**config.mk**
```make
export PLATFORM = sky130hd
export DESIGN_NAME = rvt_ring_validate
export DESIGN_NICKNAME = d
export VERILOG_FILES = /design/src/hdl/rvt_pkg.sv /design/src/hdl/rvt_tick_if.sv /design/src/hdl/rvt_ring_validate.sv /design/src/hdl/rvt_tick_gen.sv
export SDC_FILE = /design/constraint.sdc
export NUM_CORES = 1
export LEC_CHECK = 0
export ABC_AREA = 1
export BUFFER_PORTS_ARGS = -buffer_cell sky130_fd_sc_hd__buf_2
export CORE_MARGIN = 2
export CORE_UTILIZATION = 61
export DETAILED_ROUTE_END_ITERATION = 6
export PLACE_DENSITY = 0.86
export SLEW_MARGIN = 20
export SYNTH_ARGS = -nofsm -noshare
export SYNTH_HDL_FRONTEND = slang
export SYNTH_SLANG_ARGS = --single-unit
export TNS_END_PERCENT = 100
```
**constraint.sdc**
```tcl
create_clock -name sys_clk -period 6.15 [get_ports sys_clk]
set_clock_uncertainty 0.2 [all_clocks]
set_input_delay 1.23 -clock sys_clk [delete_from_list [all_inputs] [get_ports sys_clk]]
set_output_delay 1.23 -clock sys_clk [all_outputs]
set_load 0.01 [all_outputs]
```
**src/hdl/rvt_pkg.sv**
```systemverilog
// shared constants and types for the ring validation timer
`default_nettype none

package rvt_pkg;

   // ---------------------------------------------------------
   // timing
   // ---------------------------------------------------------
   localparam int unsigned CLK_PERIOD_NS  = 20;
   localparam int unsigned TICK_PERIOD_NS = 2000000;
   localparam int unsigned TICK_CYCLES    = TICK_PERIOD_NS / CLK_PERIOD_NS;
   localparam int unsigned TICK_MS        = 2;
   localparam int unsigned DELAY_STEP_MS  = 256;
   localparam int unsigned TOUT_STEP_MS   = 128;
   localparam int unsigned DELAY_STEP_TK  = DELAY_STEP_MS / TICK_MS;
   localparam int unsigned TOUT_STEP_TK   = TOUT_STEP_MS / TICK_MS;
   localparam int unsigned CONFIRM_MS [8] =
      '{100, 150, 200, 256, 384, 512, 640, 1024};

   // ---------------------------------------------------------
   // register map
   // ---------------------------------------------------------
   localparam logic [7:0] CTRL1_IDX   = 8'h16;
   localparam logic [7:0] CTRL2_IDX   = 8'h17;
   localparam logic [7:0] CTRL3_IDX   = 8'h18;
   localparam logic [7:0] CTRL1_ADDR  = CTRL1_IDX << 2;
   localparam logic [7:0] CTRL2_ADDR  = CTRL2_IDX << 2;
   localparam logic [7:0] CTRL3_ADDR  = CTRL3_IDX << 2;
   localparam logic [7:0] STATUS_ADDR = 8'h80;
   localparam logic [7:0] MASK_ADDR   = 8'h84;
   localparam logic [7:0] STATE_ADDR  = 8'h88;

   localparam logic [7:0] CTRL1_RST   = 8'h96;
   localparam logic [7:0] CTRL2_RST   = 8'h2d;
   localparam logic [7:0] CTRL3_RST   = 8'h19;
   localparam logic [7:0] CTRL3_WMASK = 8'hbf;

   // field positions
   localparam int DLY_LO_MSB = 7;
   localparam int DLY_LO_LSB = 6;
   localparam int DLY_HI_BIT = 7;
   localparam int MAX_MSB    = 5;
   localparam int TOUT_MSB   = 6;
   localparam int TOUT_LSB   = 3;
   localparam int CONF_MSB   = 2;
   localparam int EN_BIT     = 7;
   localparam int RAS_MSB    = 5;

   // status bits
   localparam int ST_VALID = 0;
   localparam int ST_END   = 1;
   localparam int ST_HIGH  = 2;
   localparam int ST_LOW   = 3;
   localparam int ST_W     = 4;

   typedef enum logic [3:0] {
      RVT_IDLE  = 4'b0001,
      RVT_QUAL  = 4'b0010,
      RVT_DELAY = 4'b0100,
      RVT_VALID = 4'b1000
   } rvt_state_t;

endpackage : rvt_pkg

`default_nettype wire

```
**src/hdl/rvt_tick_if.sv**
```systemverilog
// tick request and tick pulse between the timer core and its divider
`default_nettype none

interface rvt_tick_if;
   logic run;
   logic tick;
   modport gen (input run, output tick);
   modport use_ (output run, input tick);
endinterface : rvt_tick_if

`default_nettype wire

```
**src/hdl/rvt_ring_validate.sv**
```systemverilog
// ring validation timer with an ahb-lite register slave
//
// Notes on behaviour
// - delay select 0..7 delays valid-ring indication by select times 256 ms
// - delay select msb is ctrl2 bit 7, low bits are ctrl1 bits 7:6
// - each ring event during qualification reloads timer from assertion time
// - event with timer above maximum count means too fast: ring invalid
// - assertion minus maximum count sets shortest event gap, 2 ms units
// - six-bit maximum count sets the highest accepted ring frequency
// - ring ends when timeout (n x 128 ms) passes since last crossing
// - ring valid only after frequency held in tolerance for confirm time
// - event after the assertion timer expired means too slow: ring invalid
// - validation runs only while enable bit is set, in any power mode
`default_nettype none

module rvt_ring_validate #(
   parameter int unsigned TICK_CYCLES = rvt_pkg::TICK_CYCLES
) (
   // clock and reset
   input  wire logic        sys_clk,
   input  wire logic        rst,
   // ahb-lite slave
   input  wire logic        hsel,
   input  wire logic [31:0] haddr,
   input  wire logic [1:0]  htrans,
   input  wire logic        hwrite,
   input  wire logic [2:0]  hsize,
   input  wire logic [31:0] hwdata,
   input  wire logic        hready,
   output logic             hreadyout,
   output logic [31:0]      hrdata,
   output logic             hresp,
   // line side
   input  wire logic        ringEvent,
   // results
   output logic             ringValid,
   output logic             irq
);
   import rvt_pkg::*;

   // ---------------------------------------------------------
   // tick
   // ---------------------------------------------------------
   rvt_tick_if tkIf ();

   rvt_tick_gen #(.CYCLES(TICK_CYCLES)) uTick (
      .sys_clk (sys_clk),
      .rst     (rst),
      .tk      (tkIf.gen)
   );

   // ---------------------------------------------------------
   // register fields
   // ---------------------------------------------------------
   logic [7:0]      ctrl1_q, ctrl1_d;
   logic [7:0]      ctrl2_q, ctrl2_d;
   logic [7:0]      ctrl3_q, ctrl3_d;
   logic [ST_W-1:0] status_q, status_d;
   logic [ST_W-1:0] mask_q, mask_d;
   logic [ST_W-1:0] evSet;

   logic       enable;
   logic [2:0] dlySel;
   logic [5:0] maxCnt;
   logic [5:0] assertTime;
   logic [3:0] toutSel;
   logic [2:0] confSel;
   logic [9:0] confTarget;
   logic [9:0] dlyTarget;
   logic [9:0] toutTarget;

   assign enable     = ctrl3_q[EN_BIT];
   assign dlySel     = {ctrl2_q[DLY_HI_BIT],
                        ctrl1_q[DLY_LO_MSB:DLY_LO_LSB]};
   assign maxCnt     = ctrl1_q[MAX_MSB:0];
   assign assertTime = ctrl3_q[RAS_MSB:0];
   assign toutSel    = ctrl2_q[TOUT_MSB:TOUT_LSB];
   assign confSel    = ctrl2_q[CONF_MSB:0];
   assign confTarget = 10'(CONFIRM_MS[confSel] / TICK_MS);
   assign dlyTarget  = 10'(int'(dlySel) * DELAY_STEP_TK);
   assign toutTarget = 10'(int'(toutSel) * TOUT_STEP_TK);

   // ---------------------------------------------------------
   // ring qualification
   // ---------------------------------------------------------
   rvt_state_t state_q, state_d;
   logic [5:0] assertTmr_q, assertTmr_d;
   logic [9:0] confCnt_q, confCnt_d;
   logic [9:0] delayCnt_q, delayCnt_d;
   logic [9:0] sinceEdge_q, sinceEdge_d;
   logic       ringValid_q, ringValid_d;
   logic       tick;
   logic       tooHigh;
   logic       tooLow;

   // timers only tick while the block is enabled
   assign tkIf.run = enable;
   assign tick     = tkIf.tick;
   // remaining time above max count: events too close
   assign tooHigh  = assertTmr_q > maxCnt;
   // timer already run out: events too far apart
   assign tooLow   = assertTmr_q == 6'h00;

   always_comb begin
      state_d     = state_q;
      assertTmr_d = assertTmr_q;
      confCnt_d   = confCnt_q;
      delayCnt_d  = delayCnt_q;
      sinceEdge_d = sinceEdge_q;
      evSet       = '0;
      if (!enable) begin
         state_d     = RVT_IDLE;
         assertTmr_d = '0;
         confCnt_d   = '0;
         delayCnt_d  = '0;
         sinceEdge_d = '0;
      end else begin
         if (tick && state_q != RVT_IDLE) begin
            // count ticks since the last crossing
            sinceEdge_d = sinceEdge_q + 1'b1;
            if (sinceEdge_d >= toutTarget) begin
               state_d   = RVT_IDLE;
               evSet[ST_END] = 1'b1;
            end
         end
         case (state_q)
            RVT_IDLE: begin
               if (ringEvent) begin
                  state_d     = RVT_QUAL;
                  assertTmr_d = assertTime;
                  confCnt_d   = '0;
                  delayCnt_d  = '0;
               end
            end
            RVT_QUAL: begin
               if (ringEvent) begin
                  assertTmr_d = assertTime;
                  evSet[ST_HIGH] = tooHigh;
                  evSet[ST_LOW]  = tooLow;
               end else if (tick && !tooLow) begin
                  assertTmr_d = assertTmr_q - 1'b1;
               end
               // gap shorter than assertion minus max count, or timer already run out
               if (ringEvent && (tooHigh || tooLow)) begin
                  confCnt_d = '0;
               // a tick that meets a good event still counts
               end else if (tick && !tooLow) begin
                  confCnt_d = confCnt_q + 1'b1;
                  if (confCnt_d >= confTarget && state_d == RVT_QUAL) begin
                     if (dlySel == 3'h0) begin
                        state_d = RVT_VALID;
                        evSet[ST_VALID] = 1'b1;
                     end else begin
                        state_d = RVT_DELAY;
                     end
                  end
               end
            end
            RVT_DELAY: begin
               // hold the indication back by the delay
               if (tick && state_d == RVT_DELAY) begin
                  delayCnt_d = delayCnt_q + 1'b1;
                  if (delayCnt_d >= dlyTarget) begin
                     state_d = RVT_VALID;
                     evSet[ST_VALID] = 1'b1;
                  end
               end
            end
            RVT_VALID: begin
            end
            default: begin
               state_d = RVT_IDLE;
            end
         endcase
         if (ringEvent) begin
            sinceEdge_d = '0;
         end
      end
      ringValid_d = state_d == RVT_VALID;
   end

   always_ff @(posedge sys_clk) begin
      if (rst) begin
         state_q     <= RVT_IDLE;
         assertTmr_q <= '0;
         confCnt_q   <= '0;
         delayCnt_q  <= '0;
         sinceEdge_q <= '0;
         ringValid_q <= 1'b0;
      end else begin
         state_q     <= state_d;
         assertTmr_q <= assertTmr_d;
         confCnt_q   <= confCnt_d;
         delayCnt_q  <= delayCnt_d;
         sinceEdge_q <= sinceEdge_d;
         ringValid_q <= ringValid_d;
      end
   end

   assign ringValid = ringValid_q;

   // ---------------------------------------------------------
   // ahb-lite slave, zero wait states
   // ---------------------------------------------------------
   logic        wrPend_q, wrPend_d;
   logic [7:0]  wrAddr_q, wrAddr_d;
   logic [31:0] hrdata_q, hrdata_d;
   logic        irq_q, irq_d;
   logic        accept;
   logic        mapped;

   assign accept = hsel && htrans[1] && hready;
   // upper address bits must be zero, else unmapped
   assign mapped = haddr[31:8] == 24'h000000;

   always_comb begin
      ctrl1_d  = ctrl1_q;
      ctrl2_d  = ctrl2_q;
      ctrl3_d  = ctrl3_q;
      mask_d   = mask_q;
      status_d = status_q;
      wrPend_d = accept && hwrite && mapped;
      wrAddr_d = haddr[7:0];
      hrdata_d = '0;
      if (wrPend_q) begin
         case (wrAddr_q)
            CTRL1_ADDR:  ctrl1_d  = hwdata[7:0];
            CTRL2_ADDR:  ctrl2_d  = hwdata[7:0];
            CTRL3_ADDR:  ctrl3_d  = hwdata[7:0] & CTRL3_WMASK;
            MASK_ADDR:   mask_d   = hwdata[ST_W-1:0];
            STATUS_ADDR: status_d = status_q & ~hwdata[ST_W-1:0];
            default: begin
            end
         endcase
      end
      // a new event beats a simultaneous write-one-to-clear
      status_d = status_d | evSet;
      if (accept && !hwrite && mapped) begin
         case (haddr[7:0])
            CTRL1_ADDR:  hrdata_d = {24'h000000, ctrl1_q};
            CTRL2_ADDR:  hrdata_d = {24'h000000, ctrl2_q};
            CTRL3_ADDR:  hrdata_d = {24'h000000, ctrl3_q};
            MASK_ADDR:   hrdata_d = {28'h0000000, mask_q};
            STATUS_ADDR: hrdata_d = {28'h0000000, status_q};
            STATE_ADDR:  hrdata_d = {27'h0000000, state_q, ringValid_q};
            default:     hrdata_d = '0;
         endcase
      end
      irq_d = |(status_d & mask_d);
   end

   always_ff @(posedge sys_clk) begin
      if (rst) begin
         ctrl1_q  <= CTRL1_RST;
         ctrl2_q  <= CTRL2_RST;
         ctrl3_q  <= CTRL3_RST;
         mask_q   <= '0;
         status_q <= '0;
         wrPend_q <= 1'b0;
         wrAddr_q <= '0;
         hrdata_q <= '0;
         irq_q    <= 1'b0;
      end else begin
         ctrl1_q  <= ctrl1_d;
         ctrl2_q  <= ctrl2_d;
         ctrl3_q  <= ctrl3_d;
         mask_q   <= mask_d;
         status_q <= status_d;
         wrPend_q <= wrPend_d;
         wrAddr_q <= wrAddr_d;
         hrdata_q <= hrdata_d;
         irq_q    <= irq_d;
      end
   end

   assign hrdata    = hrdata_q;
   assign irq       = irq_q;
   assign hresp     = 1'b0;
   assign hreadyout = 1'b1;
endmodule : rvt_ring_validate

`default_nettype wire

```
**src/hdl/rvt_tick_gen.sv**
```systemverilog
// divider that makes the one-cycle periodic tick
`default_nettype none

module rvt_tick_gen #(
   parameter int unsigned CYCLES = rvt_pkg::TICK_CYCLES
) (
   // clock and reset
   input wire logic sys_clk,
   input wire logic rst,
   // tick
   rvt_tick_if.gen  tk
);
   import rvt_pkg::*;

   localparam int unsigned CW = $clog2(CYCLES + 1);

   logic [CW-1:0] cnt_q;
   logic [CW-1:0] cnt_d;
   logic          tick_q;
   logic          tick_d;

   assign tk.tick = tick_q;

   // phase restarts whenever the core stops, so the first tick
   // after enabling is a full period away
   always_comb begin
      cnt_d  = '0;
      tick_d = 1'b0;
      if (tk.run) begin
         if (cnt_q == CW'(CYCLES - 1)) begin
            tick_d = 1'b1;
         end else begin
            cnt_d = cnt_q + 1'b1;
         end
      end
   end

   always_ff @(posedge sys_clk) begin
      if (rst) begin
         cnt_q  <= '0;
         tick_q <= 1'b0;
      end else begin
         cnt_q  <= cnt_d;
         tick_q <= tick_d;
      end
   end

endmodule : rvt_tick_gen

`default_nettype wire

```
# --- Word level (Yosys, flattened, before mapping) ---
# Memories as Yosys holds them, arrays and structs flattened.
# Cells that the tools add are included.
totals:
  register_bits: 132
  out_inout_bits: 36
  mem_count: 1
  rom_bits: 256
classes:
  mux: 42
  n_eq_ne: 24
  n_reduce_logical: 30
  n_lt_le_gt_ge: 5
  bitwise: 7
  addsub: 5
mem_list:
  columns: ["memory", "depth", "word_bits", "read_ports", "rd_clocked_by_memory_dff", "write_ports", "line_no", "text"]
  rows:
  - ["(no name shown)", 8, 32, 1, 0, 0, "rvt_ring_validate.sv:79", "assign confTarget = 10'(CONFIRM_MS[confSel] / TICK_MS);"]
op_table:
  columns: ["op", "count"]
  rows:
  - ["2-to-1 mux 4 bit", 16]
  - ["== test 8 x 7 -> 1 bit (second input constant)", 6]
  - ["one-hot mux 8 bit (6 select lines)", 1]
  - ["== test 8 bit (second input constant)", 5]
  - ["2-to-1 mux 10 bit", 4]
  - ["one-hot mux 10 bit (2 select lines)", 2]
  - ["adder 10 x 1 -> 10 bit (second input constant)", 3]
  - ["greater-or-equal comparator 10 bit", 3]
  - ["zero test 24 bit", 1]
  - ["2-to-1 mux 11 bit", 2]
  - ["2-to-1 mux 6 bit", 3]
  - ["adder 17 x 1 -> 17 bit (second input constant)", 1]
  - ["== test 17 bit (second input constant)", 1]
  - ["one-hot mux 4 bit (4 select lines)", 1]
  - ["one-hot mux 6 bit (2 select lines)", 1]
  - ["logical AND 1 bit", 11]
  - ["2-to-1 mux 1 bit", 9]
  - ["AND reduction 3 bit", 3]
  - ["bitwise AND 4 bit", 2]
  - ["== test 4 x 2 -> 1 bit (second input constant)", 2]
  - ["== test 4 x 3 -> 1 bit (second input constant)", 2]
  - ["== test 4 bit (second input constant)", 2]
  - ["greater-than comparator 6 bit", 1]
  - ["zero test 6 bit", 1]
  - ["other kinds (20)", 30]

# --- Logic depth before layout (Yosys ltp) ---
logic_depth:
  depth_word: 15
  depth_mapped: 20

# --- Cells and area by module ---
# From an unflattened synthesis, not the netlist that was laid out.
unflattened:
  cells_unflattened: 892
  hier_area_um2: 6337.3
modules_own_cells:
  columns: ["mod", "area_each_um2", "cells_per_inst", "instances"]
  rows:
  - ["rvt_ring_validate", 5358.9, 750, 1]
  - ["rvt_tick_gen", 978.4, 142, 1]

# --- Least setup slack after synthesis ---
# Ideal clock, no wire load.
synth_timing:
  path_type: "register to register"
  startpoint: "reg sinceEdge_q[0]"
  endpoint: "reg delayCnt_q[1]"
  slack_ns: 3.466
  arrival_time_ns: 2.416
  stages_incl_launch_ff: 18
  required_time_ns: 5.882
  synth_period_minus_slack_ns: 2.684
  setup_ns: 0.068
  path_cell_list: "dfxtp_1 > ha_1 > nand4_1 > nor2_1 > nand3_1 > xor2_1 > inv_1 > ha_1 > nand2_1 > o21a_1 > nand2_2 > nand2_4 > nand2_4 > nand2_4 > nand2_4 > buf_8 > nand2_2 > a21oi_2"
synth_between:
  elab_chain_len: 9
synth_lines:
  columns: ["element", "line_no", "text"]
  rows:
  - ["start, declared", "rvt_ring_validate.sv:90", "logic [9:0] sinceEdge_q, sinceEdge_d;"]
  - ["start signal, assigned", "rvt_ring_validate.sv:195", "sinceEdge_q <= sinceEdge_d;"]
  - ["adder 10 x 1 -> 10 bit", "rvt_ring_validate.sv:120", "sinceEdge_d = sinceEdge_q + 1'b1;"]
  - ["greater-or-equal comparator 10 bit", "rvt_ring_validate.sv:121", "if (sinceEdge_d >= toutTarget) begin"]
  - ["2-to-1 mux 4 bit", "rvt_ring_validate.sv:121", null]
  - ["2-to-1 mux 4 bit", "rvt_ring_validate.sv:118", "if (tick && state_q != RVT_IDLE) begin"]
  - ["2-to-1 mux 4 bit", "rvt_ring_validate.sv:111", "if (!enable) begin"]
  - ["== test 4 x 3 -> 1 bit", "rvt_ring_validate.sv:161", "if (tick && state_d == RVT_DELAY) begin"]
  - ["logical AND 1 bit", "rvt_ring_validate.sv:161", null]
  - ["!= test 2 bit (no source line)", null, null]
  - ["AND reduction 3 bit (no source line)", null, null]
  - ["end signal, assigned", "rvt_ring_validate.sv:194", "delayCnt_q <= delayCnt_d;"]
  - ["end, declared", "rvt_ring_validate.sv:89", "logic [9:0] delayCnt_q, delayCnt_d;"]
# No other way between the ends. The select of a mux whose other input is x is not followed.
# A chain may end at the register's enable or synchronous reset.

# --- Worst setup path after layout ---
layout_timing:
  startpoint: "in rst"
  endpoint: "reg sinceEdge_q[4]"
layout_between:
  elab_chain_len: 1
layout_lines:
  columns: ["element", "line_no", "text"]
  rows:
  - ["start, declared", "rvt_ring_validate.sv:21", "input wire logic rst,"]
  - ["OR reduction 3 bit (no source line)", null, null]
# No other way between the ends.

==> implementation parameters <==
Parameter                              Value

Cells and area
  Final core area utilization ... 67.6%
  Number of nets in the finished design ... between 1000 and 1500
  Fin area ... between 0.006 and 0.007 mm^2
  Layout cell share with drive strength beyond 1 ... approximately 12%
  Antenna Cells ... 0
  Syn-to-layout area delta ... 7.52%

Timing
  Number of hold-slack violations in the final timing report ... 0
  Final TNS setup ... 0 ns
  Relative slew margins ... 43.5%
  Worst Max-Slew Pin Slew ... 0.844 ns
  Setup ws final ... about 3 ns
  Final count of pins violating max slew ... 0
  Unrepaired setup endpoints after global routing ... false
  Final number of setup-violating endpoints ... 0
  Peak clock frequency supported by timing ... about 320 MHz
  Final min period ... about 3.2 ns
  Crit share post-route ... 51.4%

Placed design
  Pre-CTS WS ... about 2.6 ns
  Half-perimeter wire length after placement ... 10100 um
  Count of buffers inserted at the top-level ports ... 56
  Weighted congestion reported at the end of routability-driven placement ... between 0.9 and 1
  Area of placed instances ... ~0.0064 mm^2

Clocking
  Root Buffer ... sky130_fd_sc_hd__clkbuf_8
  Number of levels in the clock H-tree ... 3
  CTS tree ... built
  Clock sink count ... ~110
  Number of buffers added by the clock tree synthesis step ... 9
  Count of hold-fix buffers inserted at cts ... 0
  Number of resized instances in the post-cts repair step ... 0
  Worst-Skew Late Latency ... between 0.3 and 0.4 ns
  # Post-CTS Setup Buffers ... 0
  Clock transition time at the flip-flop clock pins of the worst setup and hold paths ... around 0.08 ns
  Clock Path Buffers ... 2

Synthesis
  Most used flip-flop cell after synthesis ... sky130_fd_sc_hd__dfxtp_1
  Syn_area_per_cell ... slightly above 7 um^2
  Most instantiated library cell after synthesis ... sky130_fd_sc_hd__nand2_1
  Largest cells by area after synthesis ... sky130_fd_sc_hd__dfxtp_1 35%, sky130_fd_sc_hd__nand2_1 9.2%, sky130_fd_sc_hd__inv_1 7.3%, sky130_fd_sc_hd__ha_1 7.1%, sky130_fd_sc_hd__nor2_1 5.5%
  Leading post-synthesis cells by instance count ... 151 x sky130_fd_sc_hd__nand2_1, 120 x sky130_fd_sc_hd__inv_1, 108 x sky130_fd_sc_hd__dfxtp_1
  Synth unique cells ... 46
  Area share of the leading cell type in the synthesized netlist ... between 30% and 40%
  Yosys reg bits ... 108
  Number of synthesized flops with an enable pin ... 0
  Fraction of registers with async set or reset after synthesis ... 0%
  Library cell with the largest summed area after synthesis ... sky130_fd_sc_hd__dfxtp_1
  Total of warnings raised by yosys ... 0
  Share of the yosys chip area belonging to registers ... 35.0%
  Combined area of all synthesized cells ... between 0.006 and 0.007 mm^2
  Number of cells produced by synthesis ... approximately 860

Pwr
  Pwr Density ... 180 mW/mm^2
  Total Power Consumption ... 1.20 mW
  Maximum resistive drop on vdd ... ~190 uV
  P_leak ... between 2 and 3 nW

Job
  Reported max-cap violation count ... 0

Routing
  Final WL ... approximately 13000 um
  Count of routing violations after the opening detailed-route iteration ... roughly 340
  Vias ... 5587
  Average routed wire per standard cell ... ~13 um
  Detailed Routing Iterations Pass 1 ... 5
  Per-cell via count in the routed design ... 5.33
  Remaining antenna violation count after routing ... 0
  DRC violation count after routing ... 0

Run status
  Result of the run ... completed

GRT
  Largest net degree at the start of global routing ... 25
  Global-route usage over all layers ... between 20% and 30%
  First-pass GRT wire length ... 22800 um
  Vias in the first global route ... 5100
  Number of antenna violations at the first check in global routing ... 0
  Total congestion overflow after global routing ... 0

Floorplanning
  Placement Rows ... 36
  Die X ... between 100 and 150 um
  Effective utilization at floorplan ... 62.9%
  Core Region ... 0.00982 mm^2
  Die height ... 105 um
  I/O pin total ... 111
  Die Area ... 0.0109 mm^2

Worst hold path
  Number of cells on the worst hold path ... 1
  Worst hold-check path type ... reg -> reg
  Hold path startpoint ... uTick.cnt_q[0]$_SDFF_PP0_

Setup path
  Critical-path maximum fanout ... 24
  Startpoint type of the worst setup path ... primary input
  Crit path DAT ... 3.26 ns
  Data required time of the critical path ... 6.25 ns
  Critical path endpoint category ... register
  Reg-to-Reg Start ... sinceEdge_q[0]$_SDFFE_PP0P_
  Worst setup path category ... in -> reg
  Crit path launch ... rst
  R2R depth ... 17
[worst max-delay path, cell delays in order]
cell and delay (ns):
sky130_fd_sc_hd__buf_2 0.24, sky130_fd_sc_hd__nor2_2 0.38, sky130_fd_sc_hd__inv_1 0.46, sky130_fd_sc_hd__nor2_1 0.60, sky130_fd_sc_hd__o21ai_0 0.19, sky130_fd_sc_hd__a21oi_1 0.14
[routing by layer]
metal,vias to the layer above,GRT usage [%],wire (um)
met5,-,0,0
met4,0,8.86,267
met3,26,5.18,822
met2,189,42.8,6410
met1,2506,31.5,5810
li1,2866,-,-
[worst paths after layout]
| check | end | slack [ns] |
|---|---|---|
| worst max register to register | delayCnt_q[7]$_SDFFE_PP0P_ | 3.05 |
| worst max-delay path | sinceEdge_q[4]$_SDFFE_PP0P_ | 2.99 |
| worst min register to register | uTick.cnt_q[0]$_SDFF_PP0_ | 0.25 |
| worst min-delay path | uTick.cnt_q[0]$_SDFF_PP0_ | 0.25 |
[flip-flops by register name, summed over array words and instances (netlist names)]
name	flops
uTick.cnt_q	17
confCnt_q	10
delayCnt_q	10
sinceEdge_q	10
ctrl1_q	8
ctrl2_q	8
hrdata	8
wrAddr_q	8
ctrl3_q	7
assertTmr_q	6
mask_q	4
state_q	4
status_q	4
irq	1
ringValid	1
uTick.tk.tick	1
wrPend_q	1
[cells in the final DEF (no fill, tap or decap), drive strengths merged]
master / count
nand2: 163
inv: 127
dfxtp: 108
nor2: 96
a21oi: 64
buf: 56
o21ai: 53
nand3: 37
ha: 35
nor3: 29
conb: 26
nand4: 20
xor2: 13
clkbuf: 12
nor4: 10
o211ai: 9
o22ai: 9
xnor2: 8
nor3b: 5
a31oi: 5
o21a: 5
a211oi: 5
or2: 3
clkinv: 3
and3: 2
o21bai: 2
nand3b: 2
a221oi: 2
and3b: 1
mux2i: 1
a21boi: 1
a22oi: 1
o211a: 1
bufinv: 1
[cells by family after synthesis]
logic type | share of synthesized area [%]
other cells | 0.122
mux | 0.162
compound gates | 14.7
simple gates | 27.9
flops | 35.0
fa+ha+maj | 7.09
xor+xnor | 2.98
buf+inv | 12.0
[where the power goes]
group | switching (mW) | leakage, nW | total [mW] | internal [mW]
logic | 0.0371 | 2.02 | 0.0549 | 0.0178
registers | 0.00147 | 0.872 | 0.703 | 0.702
clock network | 0.238 | 0.100 | 0.438 | 0.199
[cell type report]
class	instances	area (um^2)
Clock buffer	12	145
Clock inverter	4	48.8
Fill cell	877	3180
Inverter	127	477
Multi-Input combinational cell	608	3360
Sequential cell	108	2160
Tap cell	133	166
Timing Repair Buffer	56	280
[stage by stage]
step | hold WS, ns | instances
finish | 0.253 | 1048
detailed placement | 0.244 | 1032
CTS | 0.258 | 1048
floorplan | 0.218 | 883
global route | 0.293 | 1048
global placement | 0.227 | 1032
(Power assumes the default switching activity.)
